==> src/verilog/rtccal_pkg.sv <==
// rtccal_pkg: constants shared by the calibration divider and its wrapper.
// assumes all counts are in oscillator ticks of a nominal 32768 hz source.
package rtccal_pkg;

  // ----------------------------------------------------------------
  // oscillator and divider chain
  // ----------------------------------------------------------------
  localparam int OSC_HZ = 32768;
  localparam int STAGE_DIV = 256;
  localparam int STAGE_PER_SEC = OSC_HZ / STAGE_DIV;
  localparam int BLANK_CNT = 128;
  localparam int INSERT_CNT = 256;
  localparam int SEC_LEN_NOM = OSC_HZ;
  localparam int SEC_LEN_POS = OSC_HZ - INSERT_CNT;
  localparam int SEC_LEN_NEG = OSC_HZ + BLANK_CNT;

  // ----------------------------------------------------------------
  // correction cycle and time counting
  // ----------------------------------------------------------------
  localparam int CYCLE_LAST = 63;
  localparam int ELIG_MIN = 62;
  localparam int SEC_LAST = 59;
  localparam int MIN_LAST = 59;

  // ----------------------------------------------------------------
  // register field positions
  // ----------------------------------------------------------------
  localparam int CTRL_MAG_LSB = 0;
  localparam int CTRL_MAG_W = 5;
  localparam int CTRL_SIGN_BIT = 5;
  localparam int CTRL_FREEZE_BIT = 6;
  localparam int CTRL_LOAD_BIT = 7;
  localparam int DAY_FT_BIT = 6;
  localparam int WAVE_BIT = 5;

  // ----------------------------------------------------------------
  // reset values
  // ----------------------------------------------------------------
  localparam logic [7:0] RD_RESET = 8'h00;
  localparam logic [4:0] MAG_RESET = 5'h00;

endpackage

==> src/verilog/rtccal_div.sv <==
// rtccal_div: oscillator divider with count insertion or blanking at the
// divide-by-256 stage. assumes osc_tick pulses never come back to back.
`timescale 1ns/1ns
module rtccal_div (
  // clock and reset
  input wire logic clock,
  input wire logic rstn,
  // oscillator
  input wire logic osc_tick,
  input wire logic osc_run,
  // correction request for the current second
  input wire logic add_en,
  input wire logic blank_en,
  // one second pulse
  output logic sec_tick
);

  logic [7:0] pre_q;
  logic [6:0] stg_q;
  logic [6:0] blank_q;
  logic done_q;
  logic sec_q;
  logic step;
  logic blanking;
  logic adv;
  logic pulse256;
  logic ins;
  logic [7:0] sum;

  // ----------------------------------------------------------------
  // step decode
  // ----------------------------------------------------------------
  // blanking swallows ticks before the prescaler sees them
  assign step = osc_tick & osc_run;
  assign blanking = step & blank_en & ~done_q;
  assign adv = step & ~blanking;
  assign pulse256 = adv & (pre_q == 8'hff);
  assign ins = add_en & ~done_q;
  assign sum = {1'b0, stg_q} + (ins ? 8'h02 : 8'h01);
  assign sec_tick = sec_q;

  // prescaler, the raw divide-by-256 stage
  always_ff @(posedge clock) begin
    if (!rstn) begin
      pre_q <= 8'h00;
    end else if (adv) begin
      pre_q <= pre_q + 8'h01;
    end
  end

  // upper stage; an inserted count skips one stage step
  always_ff @(posedge clock) begin
    if (!rstn) begin
      stg_q <= 7'h00;
    end else if (pulse256) begin
      stg_q <= sum[6:0];
    end
  end

  // blank counter, runs once at the start of a slowed second
  always_ff @(posedge clock) begin
    if (!rstn) begin
      blank_q <= 7'h00;
    end else if (sec_q) begin
      blank_q <= 7'h00;
    end else if (blanking) begin
      blank_q <= blank_q + 7'h01;
    end
  end

  // one correction per second at most
  always_ff @(posedge clock) begin
    if (!rstn) begin
      done_q <= 1'b0;
    end else if ((blanking && blank_q == 7'(rtccal_pkg::BLANK_CNT - 1)) || (pulse256 && ins)) begin
      done_q <= 1'b1;
    end else if (sec_q) begin
      done_q <= 1'b0;
    end
  end

  // second pulse lands one clock after the wrapping tick
  always_ff @(posedge clock) begin
    if (!rstn) begin
      sec_q <= 1'b0;
    end else begin
      sec_q <= pulse256 & sum[7];
    end
  end

endmodule

==> src/verilog/rtccal.sv <==
// rtccal: clock calibration and frequency test logic of a timekeeping ram.
// assumes osc_tick is a one-clock pulse per oscillator cycle and that the
// control and day bytes come straight from their storage cells.
//
// Overview of operation
// - count correction happens at divide-by-256 stage, oscillator untouched.
// - control bits four to zero give unsigned magnitude 0 to 31.
// - control bit five set means insert counts, clear means remove.
// - inserting makes the clock faster, removing makes it slower.
// - 64 minute cycle, only first 62 eligible, one second per minute.
// - corrected second gains 256 counts or loses 128 blanked counts.
// - magnitude n corrects exactly the first 2n minutes of the cycle.
// - frequency test bit set and oscillator running toggles seconds bit zero.
// - calibration never changes the test square wave.
// - prolonged seconds read without freeze shows the live wave on bit zero.
// - control byte holds load, freeze, sign and magnitude, high to low.
// - day byte bit six is frequency test, low three bits day of week.
// - freeze bit stops register updates while counters keep running.
`timescale 1ns/1ns
module rtccal (
  // clock and reset
  input wire logic clock,
  input wire logic rstn,
  // oscillator
  input wire logic osc_tick,
  input wire logic osc_run,
  // stored control and day bytes
  input wire logic [7:0] ctrl_reg,
  input wire logic [7:0] day_reg,
  // readable time registers
  output logic [7:0] seconds_rd,
  output logic [7:0] minutes_rd,
  output logic data_line_zero,
  // time pulses
  output logic sec_tick,
  output logic min_tick
);

  logic [5:0] sec_q;
  logic [5:0] min_q;
  logic [5:0] cyc_q;
  logic [4:0] mag_l_q;
  logic sign_l_q;
  logic [5:0] raw_q;
  logic upd_q;
  logic [7:0] sec_rd_q;
  logic [7:0] min_rd_q;
  logic dq0_q;
  logic step;
  logic hold;
  logic ft_act;
  logic elig;
  logic add_en;
  logic blank_en;
  logic min_roll;

  // binary 0..59 to packed bcd
  function automatic logic [7:0] to_bcd(input logic [5:0] v);
    logic [3:0] tens;
    logic [5:0] rem;
    tens = 4'(v / 6'd10);
    rem = v - 6'(tens) * 6'd10;
    to_bcd = {tens, rem[3:0]};
  endfunction

  // ----------------------------------------------------------------
  // field decode
  // ----------------------------------------------------------------
  assign step = osc_tick & osc_run;
  assign hold = ctrl_reg[rtccal_pkg::CTRL_FREEZE_BIT] | ctrl_reg[rtccal_pkg::CTRL_LOAD_BIT];
  // test mode follows the bit alone; a stopped oscillator freezes the wave, not the mode
  assign ft_act = day_reg[rtccal_pkg::DAY_FT_BIT];
  assign min_roll = sec_tick & (sec_q == 6'(rtccal_pkg::SEC_LAST));
  assign min_tick = min_roll;

  // correction applies to second zero of the first 2n eligible minutes
  assign elig = (cyc_q < {mag_l_q, 1'b0}) && (cyc_q < 6'(rtccal_pkg::ELIG_MIN));
  assign add_en = elig && sec_q == 6'h00 && sign_l_q;
  assign blank_en = elig && sec_q == 6'h00 && !sign_l_q;

  // ----------------------------------------------------------------
  // divider chain
  // ----------------------------------------------------------------
  rtccal_div u_div (
    .clock(clock),
    .rstn(rstn),
    .osc_tick(osc_tick),
    .osc_run(osc_run),
    .add_en(add_en),
    .blank_en(blank_en),
    .sec_tick(sec_tick)
  );

  // running seconds and minutes counters, never frozen
  always_ff @(posedge clock) begin
    if (!rstn) begin
      sec_q <= 6'h00;
      min_q <= 6'h00;
    end else if (sec_tick) begin
      sec_q <= min_roll ? 6'h00 : sec_q + 6'h01;
      if (min_roll) begin
        min_q <= (min_q == 6'(rtccal_pkg::MIN_LAST)) ? 6'h00 : min_q + 6'h01;
      end
    end
  end

  // free running cycle position wraps naturally at 64
  always_ff @(posedge clock) begin
    if (!rstn) begin
      cyc_q <= 6'h00;
    end else if (min_roll) begin
      cyc_q <= cyc_q + 6'h01;
    end
  end

  // calibration sampled at minute edges so a minute is never half corrected
  always_ff @(posedge clock) begin
    if (!rstn) begin
      mag_l_q <= rtccal_pkg::MAG_RESET;
      sign_l_q <= 1'b0;
    end else if (min_roll) begin
      mag_l_q <= ctrl_reg[rtccal_pkg::CTRL_MAG_LSB +: rtccal_pkg::CTRL_MAG_W];
      sign_l_q <= ctrl_reg[rtccal_pkg::CTRL_SIGN_BIT];
    end
  end

  // ----------------------------------------------------------------
  // frequency test
  // ----------------------------------------------------------------
  // raw tick counter sits ahead of the blanking, so calibration cannot skew it
  always_ff @(posedge clock) begin
    if (!rstn) begin
      raw_q <= 6'h00;
    end else if (step) begin
      raw_q <= raw_q + 6'h01;
    end
  end

  // ----------------------------------------------------------------
  // readable registers
  // ----------------------------------------------------------------
  // transfer one clock after the second pulse, skipped while held
  always_ff @(posedge clock) begin
    if (!rstn) begin
      upd_q <= 1'b0;
      sec_rd_q <= rtccal_pkg::RD_RESET;
      min_rd_q <= rtccal_pkg::RD_RESET;
    end else begin
      upd_q <= sec_tick;
      if (upd_q && !hold) begin
        sec_rd_q <= to_bcd(sec_q);
        min_rd_q <= to_bcd(min_q);
      end
    end
  end

  // bit zero is live wave under test; host must clear the bit to get time back
  always_ff @(posedge clock) begin
    if (!rstn) begin
      dq0_q <= 1'b0;
    end else begin
      dq0_q <= ft_act ? raw_q[rtccal_pkg::WAVE_BIT] : sec_rd_q[0];
    end
  end

  assign seconds_rd = {sec_rd_q[7:1], dq0_q};
  assign minutes_rd = min_rd_q;
  assign data_line_zero = dq0_q;

  // ----------------------------------------------------------------
  // checks
  // ----------------------------------------------------------------
  logic [15:0] len_q;
  logic len_ok_q;

  // tick count of each second; only seconds seen whole are judged
  always_ff @(posedge clock) begin
    if (!rstn) begin
      len_q <= 16'h0000;
      len_ok_q <= 1'b0;
    end else if (sec_tick) begin
      len_q <= {15'h0000, step};
      len_ok_q <= 1'b1;
    end else begin
      len_q <= len_q + {15'h0000, step};
    end
  end
endmodule

==> config.mk <==
export PLATFORM = sky130hd
export DESIGN_NAME = rtccal
export DESIGN_NICKNAME = d
export VERILOG_FILES = /design/src/verilog/rtccal_pkg.sv /design/src/verilog/rtccal_div.sv /design/src/verilog/rtccal.sv
export SDC_FILE = /design/constraint.sdc
export NUM_CORES = 1
export LEC_CHECK = 0
export BUFFER_PORTS_ARGS = -buffer_cell sky130_fd_sc_hd__buf_4
export CORE_MARGIN = 2
export CORE_UTILIZATION = 40
export CTS_BUF_LIST = sky130_fd_sc_hd__clkbuf_16
export DETAILED_ROUTE_END_ITERATION = 8
export GPL_TIMING_DRIVEN = 0
export SKIP_LAST_GASP = 1
export SLEW_MARGIN = 40
export SYNTH_ARGS = -nofsm -noshare
export SYNTH_HDL_FRONTEND = slang
export SYNTH_SLANG_ARGS = --single-unit
export TNS_END_PERCENT = 10
==> constraint.sdc <==
create_clock -name clock -period 3.5 [get_ports clock]
set_clock_uncertainty 0.1 [all_clocks]
set_input_delay 0.525 -clock clock [delete_from_list [all_inputs] [get_ports clock]]
set_output_delay 0.525 -clock clock [all_outputs]
set_load 0.05 [all_outputs]
==> results of run 1 <==
flip-flops by register name (all words and copies together), names as in the netlist:
name,flops
raw_q,6
sec_q,6
min_q,6
minutes_rd,7
u_div.pre_q,8
data_line_zero,1
u_div.blank_q,7
u_div.sec_tick,1
upd_q,1
cyc_q,6
sec_rd_q,7
u_div.done_q,1
u_div.stg_q,7
mag_l_q,5
sign_l_q,1
timing repair:
| item | in CTS | in global routing |
|---|---|---|
| gates cloned | 0 | 0 |
| endpoints found under the setup margin | 2 | 2 |
| resized for setup | 1 | 1 |
| pin swaps | 0 | 2 |
| setup buffers | 0 | 2 |
metal layers:
metal / global-route usage [%] / vias up
met2: 28.1 / 42
met1: 22.7 / 1472
met5: 0 / -
met3: 3.28 / 11
met4: 6.56 / 0
li1: - / 1593
worst paths after layout:
check	endpoint	slack [ns]
min reg2reg	sec_rd_q[6]	0.36
min	mag_l_q[0]	0.36
max reg2reg	sec_rd_q[2]	0.17
max	sec_rd_q[2]	0.17
stage by stage:
| stage | std cells | hold slack [ns] | TNS [ns] | setup slack (ns) |
|---|---|---|---|---|
| after CTS | 619 | 0.359 | 0 | 0.0111 |
| after global placement | 603 | 0.347 | 0 | 0.0467 |
| after global routing | 621 | 0.364 | -0.00310 | -0.00310 |
| after floorplan | 445 | 0.338 | 0 | 0.280 |
| final | 621 | 0.361 | 0 | 0.166 |
| after detailed placement | 603 | 0.359 | -0.0167 | -0.0125 |
cell families (layout without fill, tap and decap cells):
kind of cell / count (synthesis) / in the layout / synth area share, %
AOI/OAI and AO/OA: 75 / 75 / 12.9
xor gates and xnor gates: 19 / 19 / 4.31
adders and majority gates: 23 / 23 / 8.04
buffers and inverters: 54 / 101 / 7.23
DFF: 70 / 70 / 36.3
muxes: 25 / 25 / 6.49
other: 1 / 2 / 0.0972
and+or+nand+nor: 177 / 177 / 24.6
worst max-delay path, stage by stage, from the launching register on:
cell and delay (ns):
dfxtp_1 0.34, buf_6 0.13, or2b_2 0.31, a21o_1 0.19, a22oi_2 0.16, ha_1 0.15
or3b_4 0.40, a22o_1 0.25, a221oi_4 0.32, inv_1 0.08, ha_1 0.18, inv_1 0.06
fa_1 0.40, nand2_1 0.06, a21boi_0 0.07
final cells by class:
cell class                      instances  area, um2  share of cell area (%)
Multi-Input combinational cell        321       2200                    47.9
Sequential cell                        70       1400                    30.6
Timing Repair Buffer                   31        233                    5.08
Clock buffer                            9        225                    4.91
Buffer                                 36        211                    4.61
Tap cell                              129        161                    3.52
Clock inverter                          7       88.8                    1.94
Inverter                               18       67.6                    1.47
power by group through the flow:
stage	Combinational (mW)	Sequential (mW)	Clock (mW)
final	0.0607	0.802	0.963
after global routing	0.0682	0.802	1.01
after CTS	0.0616	0.802	0.976
after detailed placement	0.0612	0.820	0
after global placement	0.0602	0.820	0
after floorplan	0.0375	0.819	0
layout by cell type (no fill, tap or decap), types with 3 or more instances in the layout:
master,count
inv_1,18
xnor2_1,12
buf_4,42
xor2_1,7
nand3_1,7
a21oi_1,20
mux2i_1,25
nand4_1,14
nor2b_1,8
a21boi_0,15
clkbuf_16,9
nor2_1,15
nand3b_1,3
and4_1,3
and3_1,8
nand2b_1,24
and2_1,10
dfxtp_1,70
fa_1,3
ha_1,20
nand4b_1,4
nand2_1,65
o21ai_0,19
o211a_1,6
clkbuf_1,14
a21boi_1,3
buf_2,8
==> out/qor.csv, run 1 <==
stage;metric;value;unit
status;status;complete, no violations;
placement;post-DP HPWL;6060;um
power_and_ir_drop;Cell Pwr Density;398;nW/um2
yosys;ys async rst share;0;%
min_path;Min-Delay Path Class;in -> reg;
yosys;Yosys top cell area share;36.3;%
min_path;Worst Hold Path Cells;3;
cts;clk slew on worst S/H paths;0.06;ns
routing;DR WL/cell;13.4;um
timing;fin crit share;95.3;%
worst_setup_path;type of origin of the critical path;flop;
global_route;global-route wire length before repair;14100;um
cts;clock sink count;70;
power_and_ir_drop;Sequential Power Share;44.0;%
routing;DRT iter0 DRCs;106;
timing;Hold Violations, Final;0;
routing;met1 wire length;4170;um
floorplan;DIE AREA;10400;um2
finish;NumNets Final;530;
power_and_ir_drop;static leakage;1.92;nW
cts;CTS HTree Levels;3;
floorplan;Row Count;35;
yosys;Post-synth EDFFs;0;
cts;CTS tree;yes;
floorplan;die height;102;um
yosys;synthesized area;3860;um2
yosys;top-count cell post-synth;dfxtp_1;
power_and_ir_drop;Comb pwr share;3.3;%
yosys;largest area contributor in the netlist;dfxtp_1;
worst_setup_path;Reg2Reg Depth;14;
worst_setup_path;Setup crit end kind;flop;
worst_setup_path;CP required;3.61;ns
worst_setup_path;CP arrival;3.44;ns
placement;dpl cell area;4240;um2
yosys;Yosys reg bits;70;
routing;Vias;3118;
floorplan;I/O Pins;39;
timing;endpoints failing setup;0;
power_and_ir_drop;Internal Power;1.44;mW
worst_setup_path;crit path launch;sec_q[5];
yosys;synthesis warning total;0;
timing;Slew @ Worst Pin;0.682;ns
cts;hold buffer count at CTS;0;
placement;I/O Buffers;29;
timing;Slew Viols, Final;0;
run;max_cap viols;0;
yosys;register area share after synthesis;36.3;%
finish;share of layout cells above drive strength 1;15.7;%
yosys;Post-synth top flop;dfxtp_1;
cts;root buffer cell;clkbuf_16;
yosys;top post-synthesis cells by area;dfxtp_1 36%, ha_1 6.5%, mux2i_1 6.5%, nand2_1 6.3%, nand2b_1 3.9%;
timing;Slew Limit Headroom;54.4;%
cts;CTS Buf Count;9;
placement;Routability Congestion;0.829;
worst_setup_path;kind of critical path;reg -> reg;
floorplan;Die W;102;um
power_and_ir_drop;Tot Pwr;1.83;mW
floorplan;Initial Util;41.5;%
timing;Tmin final;3.33;ns
routing;Detail Route Antenna Nets;0;
yosys;Post-Syn Area per Cell;8.69;um2
routing;number of vias per cell;5.02;
power_and_ir_drop;Peak VDD IR;0.245;mV
min_path;Worst Min Path Start;ctrl_reg[0];
cts;Clk Latency, worst-skew pair;0.33;ns
finish;fillers;926;
finish;n_diodes;0;
routing;Routed met2 length;3830;um
global_route;global-route usage over all layers;17.2;%
power_and_ir_drop;NetSw;0.383;mW
global_route;antenna violations before repair;0;
routing;routed wire length;8330;um
routing;met3 wire length;196;um
finish;Final Cell Area;4590;um2
yosys;Cells after Synth;444;
global_route;largest net degree at the start of global routing;13;
worst_setup_path;critical path peak fanout;10;
global_route;grt ovf;0;
global_route;vias in the first global route;3049;
power_and_ir_drop;Switching Share;21.0;%
routing;drt pass-1 iters;4;
routing;DRC;0;
finish;post-layout util;49.4;%
floorplan;Core Region;9280;um2
routing;highest routed layer;met4;
timing;maximum clock rate;300;MHz
cts;largest buffer count on any clock path;2;
power_and_ir_drop;clock power share;52.7;%
finish;area overhead of the layout relative to synthesis;18.9;%
worst_setup_path;r2r startpoint;sec_q[5];
yosys;Synth top cells by count;70 x dfxtp_1, 65 x nand2_1, 25 x mux2i_1;
yosys;Cell variety after synth;50;
No activity file was read; power rests on OpenSTA's default activity.
==> inputs of run 2 (changes only) <==
--- a/config.mk
+++ b/config.mk
@@ -11,6 +11,7 @@
 export CTS_BUF_LIST = sky130_fd_sc_hd__clkbuf_16
 export DETAILED_ROUTE_END_ITERATION = 8
 export GPL_TIMING_DRIVEN = 0
+export PLACE_DENSITY_LB_ADDON = 0.05
 export SKIP_LAST_GASP = 1
 export SLEW_MARGIN = 40
 export SYNTH_ARGS = -nofsm -noshare
==> constraint.sdc (replaced) <==
create_clock -name clock -period 3.85 [get_ports clock]
set_clock_uncertainty 0.1 [all_clocks]
set_input_delay 0.5775 -clock clock [delete_from_list [all_inputs] [get_ports clock]]
set_output_delay 0.5775 -clock clock [all_outputs]
set_load 0.05 [all_outputs]
==> out/qor.csv, run 2 (synthesis gave the netlist of run 1 again) <==
stage;metric;value;unit;change
placement;I/O Buffers;29;;unchanged
finish;share of layout cells above drive strength 1;15.1;%;-0.55 points
timing;Tmin final;3.52;ns;+0.184 ns
global_route;global-route wire length before repair;14300;um;+1.2%
power_and_ir_drop;Cell Pwr Density;378;nW/um2;-5.0%
worst_setup_path;worst reg-to-reg setup slack;0.33;ns;+0.17 ns
global_route;grt ovf;0;;unchanged
routing;Vias;3039;;-2.5%
run;max_cap viols;0;;unchanged
timing;fin crit share;91.4;%;-3.9 points
status;status;complete, no violations;;
worst_setup_path;type of origin of the critical path;flop;;
timing;endpoints failing setup;0;;unchanged
worst_setup_path;Top delay family on crit path;compound AO/OA/AOI/OAI gates;;
placement;Routability Congestion;0.787;;-5.1%
cts;Clk Latency, worst-skew pair;0.33;ns;about the same
finish;n_diodes;0;;unchanged
finish;commonest non-fill, non-tap cell in the layout;dfxtp_1;;
floorplan;Row Count;35;;unchanged
floorplan;Die W;102;um;unchanged
power_and_ir_drop;clock power share;54.7;%;+2.0 points
worst_setup_path;Setup crit end kind;flop;;
cts;largest buffer count on any clock path;2;;unchanged
worst_setup_path;slowest stage delay, CP;0.40;ns;about the same
placement;Post-Place Setup Slack;0.351;ns;+0.364 ns
worst_setup_path;critical path peak fanout;10;;unchanged
global_route;largest net degree at the start of global routing;13;;unchanged
timing;setup TNS;0;ns;unchanged
finish;register area;1400;um2;unchanged
routing;Detail Route Antenna Nets;0;;unchanged
power_and_ir_drop;Switching Share;20.4;%;-0.57 points
routing;number of vias per cell;4.91;;-2.2%
power_and_ir_drop;Sequential Power Share;42.1;%;-1.9 points
finish;fillers;946;;+2.2%
finish;area overhead of the layout relative to synthesis;18.7;%;
worst_setup_path;kind of critical path;reg -> reg;;
power_and_ir_drop;Internal Power;1.38;mW;-4.4%
power_and_ir_drop;static leakage;1.93;nW;+0.52%
routing;DR WL/cell;13.5;um;+0.84%
cts;hold buffer count at CTS;0;;unchanged
timing;final hold slack;0.362;ns;+0.000730 ns
timing;Slew @ Worst Pin;0.714;ns;+0.0322 ns
placement;post-DP HPWL;6020;um;-0.68%
placement;dpl cell area;4240;um2;unchanged
floorplan;die height;102;um;unchanged
routing;DRT iter0 DRCs;100;;-5.7%
cts;CTS Buf Count;9;;unchanged
worst_setup_path;CP required;3.96;ns;+0.35 ns
timing;Slew Viols, Final;0;;unchanged
worst_setup_path;CP max stage cell;fa_1;;
finish;commonest non-fill, non-tap cells in the layout;70 x dfxtp_1, 65 x nand2_1, 40 x buf_4;;
cts;CTS tree;yes;;
floorplan;Core Region;9280;um2;unchanged
global_route;antenna violations before repair;0;;unchanged
min_path;Min-Delay Path Class;reg -> reg;;
finish;NumNets Final;528;;-0.38%
routing;routed wire length;8370;um;+0.52%
worst_setup_path;WP buf/inv;3;;unchanged
finish;Final Cell Area;4580;um2;-0.16%
finish;Largest Register;u_div.pre_q;;
cts;Setup Buffers After CTS;0;;unchanged
timing;maximum clock rate;284;MHz;-5.2%
floorplan;Initial Util;41.5;%;unchanged
finish;area of the multi-input gates;2180;um2;-0.74%
worst_setup_path;critical-path cell list;buf_6 -> or2b_2 -> a21o_1 -> a22oi_1 -> ha_1 -> or3b_4 -> a22o_1 -> a221oi_2 -> inv_1 -> ha_1 -> inv_1 -> fa_1 -> nand2_1 -> a21boi_0;;
cts;clk slew on worst S/H paths;0.06;ns;about the same
finish;Largest register FFs;8;;unchanged
floorplan;I/O Pins;39;;unchanged
routing;DRC;0;;unchanged
power_and_ir_drop;Comb pwr share;3.2;%;about the same
global_route;vias in the first global route;2954;;-3.1%
cts;clock sink count;70;;unchanged
timing;Hold Violations, Final;0;;unchanged
routing;drt pass-1 iters;4;;unchanged
power_and_ir_drop;NetSw;0.353;mW;-7.7%
floorplan;DIE AREA;10400;um2;unchanged
timing;RSZ-0062 raised after global routing;no;;
cts;Gates resized, CTS repair;0;;-1
cts;root buffer cell;clkbuf_16;;
power_and_ir_drop;Tot Pwr;1.73;mW;-5.1%
timing;setup ws final;0.332;ns;+0.166 ns
power_and_ir_drop;Peak VDD IR;0.234;mV;-4.6%
timing;Slew Limit Headroom;51.8;%;-2.6 points
cts;CTS HTree Levels;3;;unchanged
global_route;global-route usage over all layers;17.5;%;+0.26 points
worst_setup_path;CP arrival;3.63;ns;+0.19 ns
[run 2: final timing paths]
path	from	endpoint	cells after the start
hold / removal	u_div.stg_q[0]	u_div.stg_q[0]	2
setup / recovery	sec_q[5]	sec_rd_q[2]	14
setup reg to reg	sec_q[5]	sec_rd_q[2]	14
hold reg to reg	u_div.stg_q[0]	u_div.stg_q[0]	2
[run 2: worst register-to-register path: cells and delay by family, from the launching register on]
family	cells	cell delay [ns]
and+or+nand+nor	3	0.76
DFF	1	0.35
buffers and inverters	3	0.28
AOI/OAI and AO/OA	5	1.14
adders and majority gates	3	0.76
[run 2: through the flow]
step / std cells / utilization, %
floorplan: 445 / -
global placement: 603 / 45.7
global route: 619 / 49.3
CTS: 619 / 49.3
detailed placement: 603 / 45.7
finish: 619 / 49.3
[run 2: power by group through the flow]
stage          Clock (mW)  Sequential (mW)  Combinational [mW]
4_1_cts             0.965            0.729              0.0571
2_1_floorplan           0            0.745              0.0341
6_report            0.947            0.730              0.0556
5_1_grt             0.999            0.729              0.0622
3_5_place_dp            0            0.745              0.0569
3_3_place_gp            0            0.745              0.0560
[run 2: final cells by class]
cell class | instances | area share [%]
multi-input cells | 321 | 47.6
repair buffers | 29 | 4.76
well taps | 129 | 3.53
clock inverters | 7 | 2.46
plain buffers | 36 | 4.62
inverters | 18 | 1.48
flip-flops and latches | 70 | 30.6
clock buffers | 9 | 4.92
[run 2: per-layer routing]
metal | GRT usage (%) | vias to the layer above | part of all wire [%]
met5 | 0 | - | 0
met4 | 5.13 | 0 | 1.1
met3 | 3.42 | 8 | 3.2
met2 | 28.4 | 48 | 47
met1 | 23.7 | 1403 | 49
li1 | - | 1580 | -
==> inputs of run 3 (changes only) <==
--- a/config.mk
+++ b/config.mk
@@ -6,6 +6,7 @@
 export NUM_CORES = 1
 export LEC_CHECK = 0
 export BUFFER_PORTS_ARGS = -buffer_cell sky130_fd_sc_hd__buf_4
+export CORE_ASPECT_RATIO = 0.75
 export CORE_MARGIN = 2
 export CORE_UTILIZATION = 40
 export CTS_BUF_LIST = sky130_fd_sc_hd__clkbuf_16
==> out/qor.csv, run 3 (synthesis gave the netlist of run 1 again) <==
stage;metric;value;unit;change
timing;final hold slack;0.366;ns;+0.00440 ns
run;max_cap viols;0;;unchanged
placement;I/O Buffers;29;;unchanged
worst_setup_path;slowest stage delay, CP;0.41;ns;about the same
worst_setup_path;critical-path cell list;buf_6 -> or2b_2 -> a21o_1 -> a22oi_1 -> ha_1 -> or3b_4 -> a22o_1 -> a221oi_2 -> inv_1 -> ha_1 -> inv_1 -> fa_1 -> nand2_1 -> a21boi_0;;
power_and_ir_drop;Cell Pwr Density;349;nW/um2;-7.7%
worst_setup_path;kind of critical path;reg -> reg;;
routing;routed wire length;8590;um;+2.7%
worst_setup_path;type of origin of the critical path;flop;;
status;status;complete, no violations;;
cts;Clk Latency, worst-skew pair;0.33;ns;about the same
cts;Setup Buffers After CTS;0;;unchanged
global_route;global-route usage over all layers;17.9;%;+0.45 points
routing;DRC;0;;unchanged
timing;Slew @ Worst Pin;0.713;ns;-0.000683 ns
floorplan;Initial Util;40.6;%;-0.96 points
global_route;largest net degree at the start of global routing;12;;-1
finish;Largest Register;u_div.pre_q;;
min_path;Min-Delay Path Class;reg -> reg;;
finish;commonest non-fill, non-tap cell in the layout;dfxtp_1;;
worst_setup_path;critical path peak fanout;10;;unchanged
routing;drt pass-1 iters;4;;unchanged
power_and_ir_drop;Switching Share;21.5;%;+1.1 points
power_and_ir_drop;Peak VDD IR;0.239;mV;+2.1%
finish;share of layout cells above drive strength 1;14.7;%;-0.41 points
power_and_ir_drop;Comb pwr share;3.5;%;+0.3 points
routing;met1 wire length;4570;um;+11%
cts;CTS HTree Levels;3;;unchanged
floorplan;DIE AREA;10500;um2;about the same
power_and_ir_drop;Sequential Power Share;46.2;%;+4.1 points
timing;Hold Violations, Final;0;;unchanged
finish;Finished Layout Cells;622;;+0.48%
cts;Gates resized, CTS repair;0;;unchanged
timing;Slew Viols, Final;0;;unchanged
timing;setup TNS;0;ns;unchanged
floorplan;Die W;117;um;+15%
finish;n_diodes;0;;unchanged
power_and_ir_drop;clock power share;50.3;%;-4.4 points
cts;clock sink count;70;;unchanged
finish;NumNets Final;528;;unchanged
global_route;grt ovf;0;;unchanged
power_and_ir_drop;NetSw;0.340;mW;-3.8%
routing;number of vias per cell;4.96;;+1.1%
cts;CTS tree;yes;;
timing;endpoints failing setup;0;;unchanged
routing;Vias;3087;;+1.6%
routing;DR WL/cell;13.8;um;+2.2%
cts;root buffer cell;clkbuf_16;;
floorplan;die height;89.0;um;-13%
timing;RSZ-0062 raised after global routing;no;;
routing;Routed met2 length;3590;um;-7.7%
finish;commonest non-fill, non-tap cells in the layout;70 x dfxtp_1, 65 x nand2_1, 40 x buf_4;;
placement;post-DP HPWL;6300;um;+4.6%
finish;post-layout util;47.6;%;-1.7 points
power_and_ir_drop;Internal Power;1.24;mW;-10%
timing;fin crit share;89.9;%;-1.5 points
floorplan;Core Region;9500;um2;+2.4%
worst_setup_path;Setup crit end kind;flop;;
worst_setup_path;CP arrival;3.58;ns;-0.05 ns
cts;clk slew on worst S/H paths;0.06;ns;about the same
placement;Routability Congestion;0.803;;+2.1%
cts;CTS Buf Count;9;;unchanged
floorplan;Row Count;31;;-11%
worst_setup_path;CP max stage cell;fa_1;;
timing;Slew Limit Headroom;51.8;%;about the same
routing;highest routed layer;met4;;
routing;Detail Route Antenna Nets;0;;unchanged
timing;Tmin final;3.46;ns;-0.0568 ns
finish;Largest register FFs;8;;unchanged
finish;fillers;955;;+0.95%
cts;largest buffer count on any clock path;2;;unchanged
power_and_ir_drop;static leakage;1.91;nW;-1.1%
finish;area overhead of the layout relative to synthesis;17.3;%;
routing;met3 wire length;341;um;+29%
placement;placed insts;606;;+0.50%
cts;hold buffer count at CTS;0;;unchanged
global_route;global-route wire length before repair;14600;um;+2.4%
routing;DRT iter0 DRCs;117;;+17%
worst_setup_path;CP required;3.96;ns;about the same
floorplan;I/O Pins;39;;unchanged
timing;maximum clock rate;289;MHz;+1.6%
global_route;antenna violations before repair;0;;unchanged
global_route;vias in the first global route;2966;;+0.41%
-- run 3: cell count changes in the layout (fill, tap and decap cells not counted), sizes merged --
cell	before	now
inv	18	19
bufinv	3	1
clkinv	4	5
-- run 3: through the flow --
step	setup slack (ns)	total power [mW]	area (um2)
after floorplan	0.630	0.779	3860
after global placement	0.400	0.801	4240
after detailed placement	0.386	0.803	4240
after CTS	0.354	1.61	4530
after global routing	0.121	1.64	4530
final	0.389	1.58	4530
-- run 3: final timing paths --
check | slack [ns] | startpoint | endpoint | cells past startpoint
setup reg to reg | 0.39 | sec_q[5] | sec_rd_q[2] | 14
setup / recovery | 0.39 | sec_q[5] | sec_rd_q[2] | 14
hold reg to reg | 0.37 | u_div.stg_q[4] | u_div.stg_q[4] | 2
hold / removal | 0.37 | u_div.stg_q[4] | u_div.stg_q[4] | 2
-- run 3: critical path, delay by kind of cell, from the launching register on --
family                   cells  cell delay (ns)
AO/OA/AOI/OAI                5             1.09
adder cells (fa/ha/maj)      3             0.76
buffers and inverters        3             0.29
flip-flops                   1             0.34
AND/OR/NAND/NOR              3             0.75
-- run 3: layout make-up --
cell class,instances,area (um2),share of cell area (%)
clock inverters,7,56.3,1.24
inverters,18,67.6,1.49
repair buffers,29,218,4.81
clock buffers,9,225,4.98
multi-input cells,321,2180,48.2
plain buffers,36,211,4.67
well taps,132,165,3.65
flip-flops and latches,70,1400,31.0
-- run 3: layer usage --
metal | GRT usage, % | vias to the layer above
met1 | 24.7 | 1444
met4 | 5.81 | 0
met2 | 27.4 | 41
li1 | - | 1594
met3 | 5.10 | 8
met5 | 0 | -
-- run 3: power groups by stage --
stage | Sequential, mW | Clock (mW) | Combinational, mW
after detailed placement | 0.746 | 0 | 0.0570
final | 0.730 | 0.795 | 0.0559
after CTS | 0.730 | 0.826 | 0.0572
after global routing | 0.730 | 0.849 | 0.0621
after global placement | 0.745 | 0 | 0.0559
after floorplan | 0.745 | 0 | 0.0341
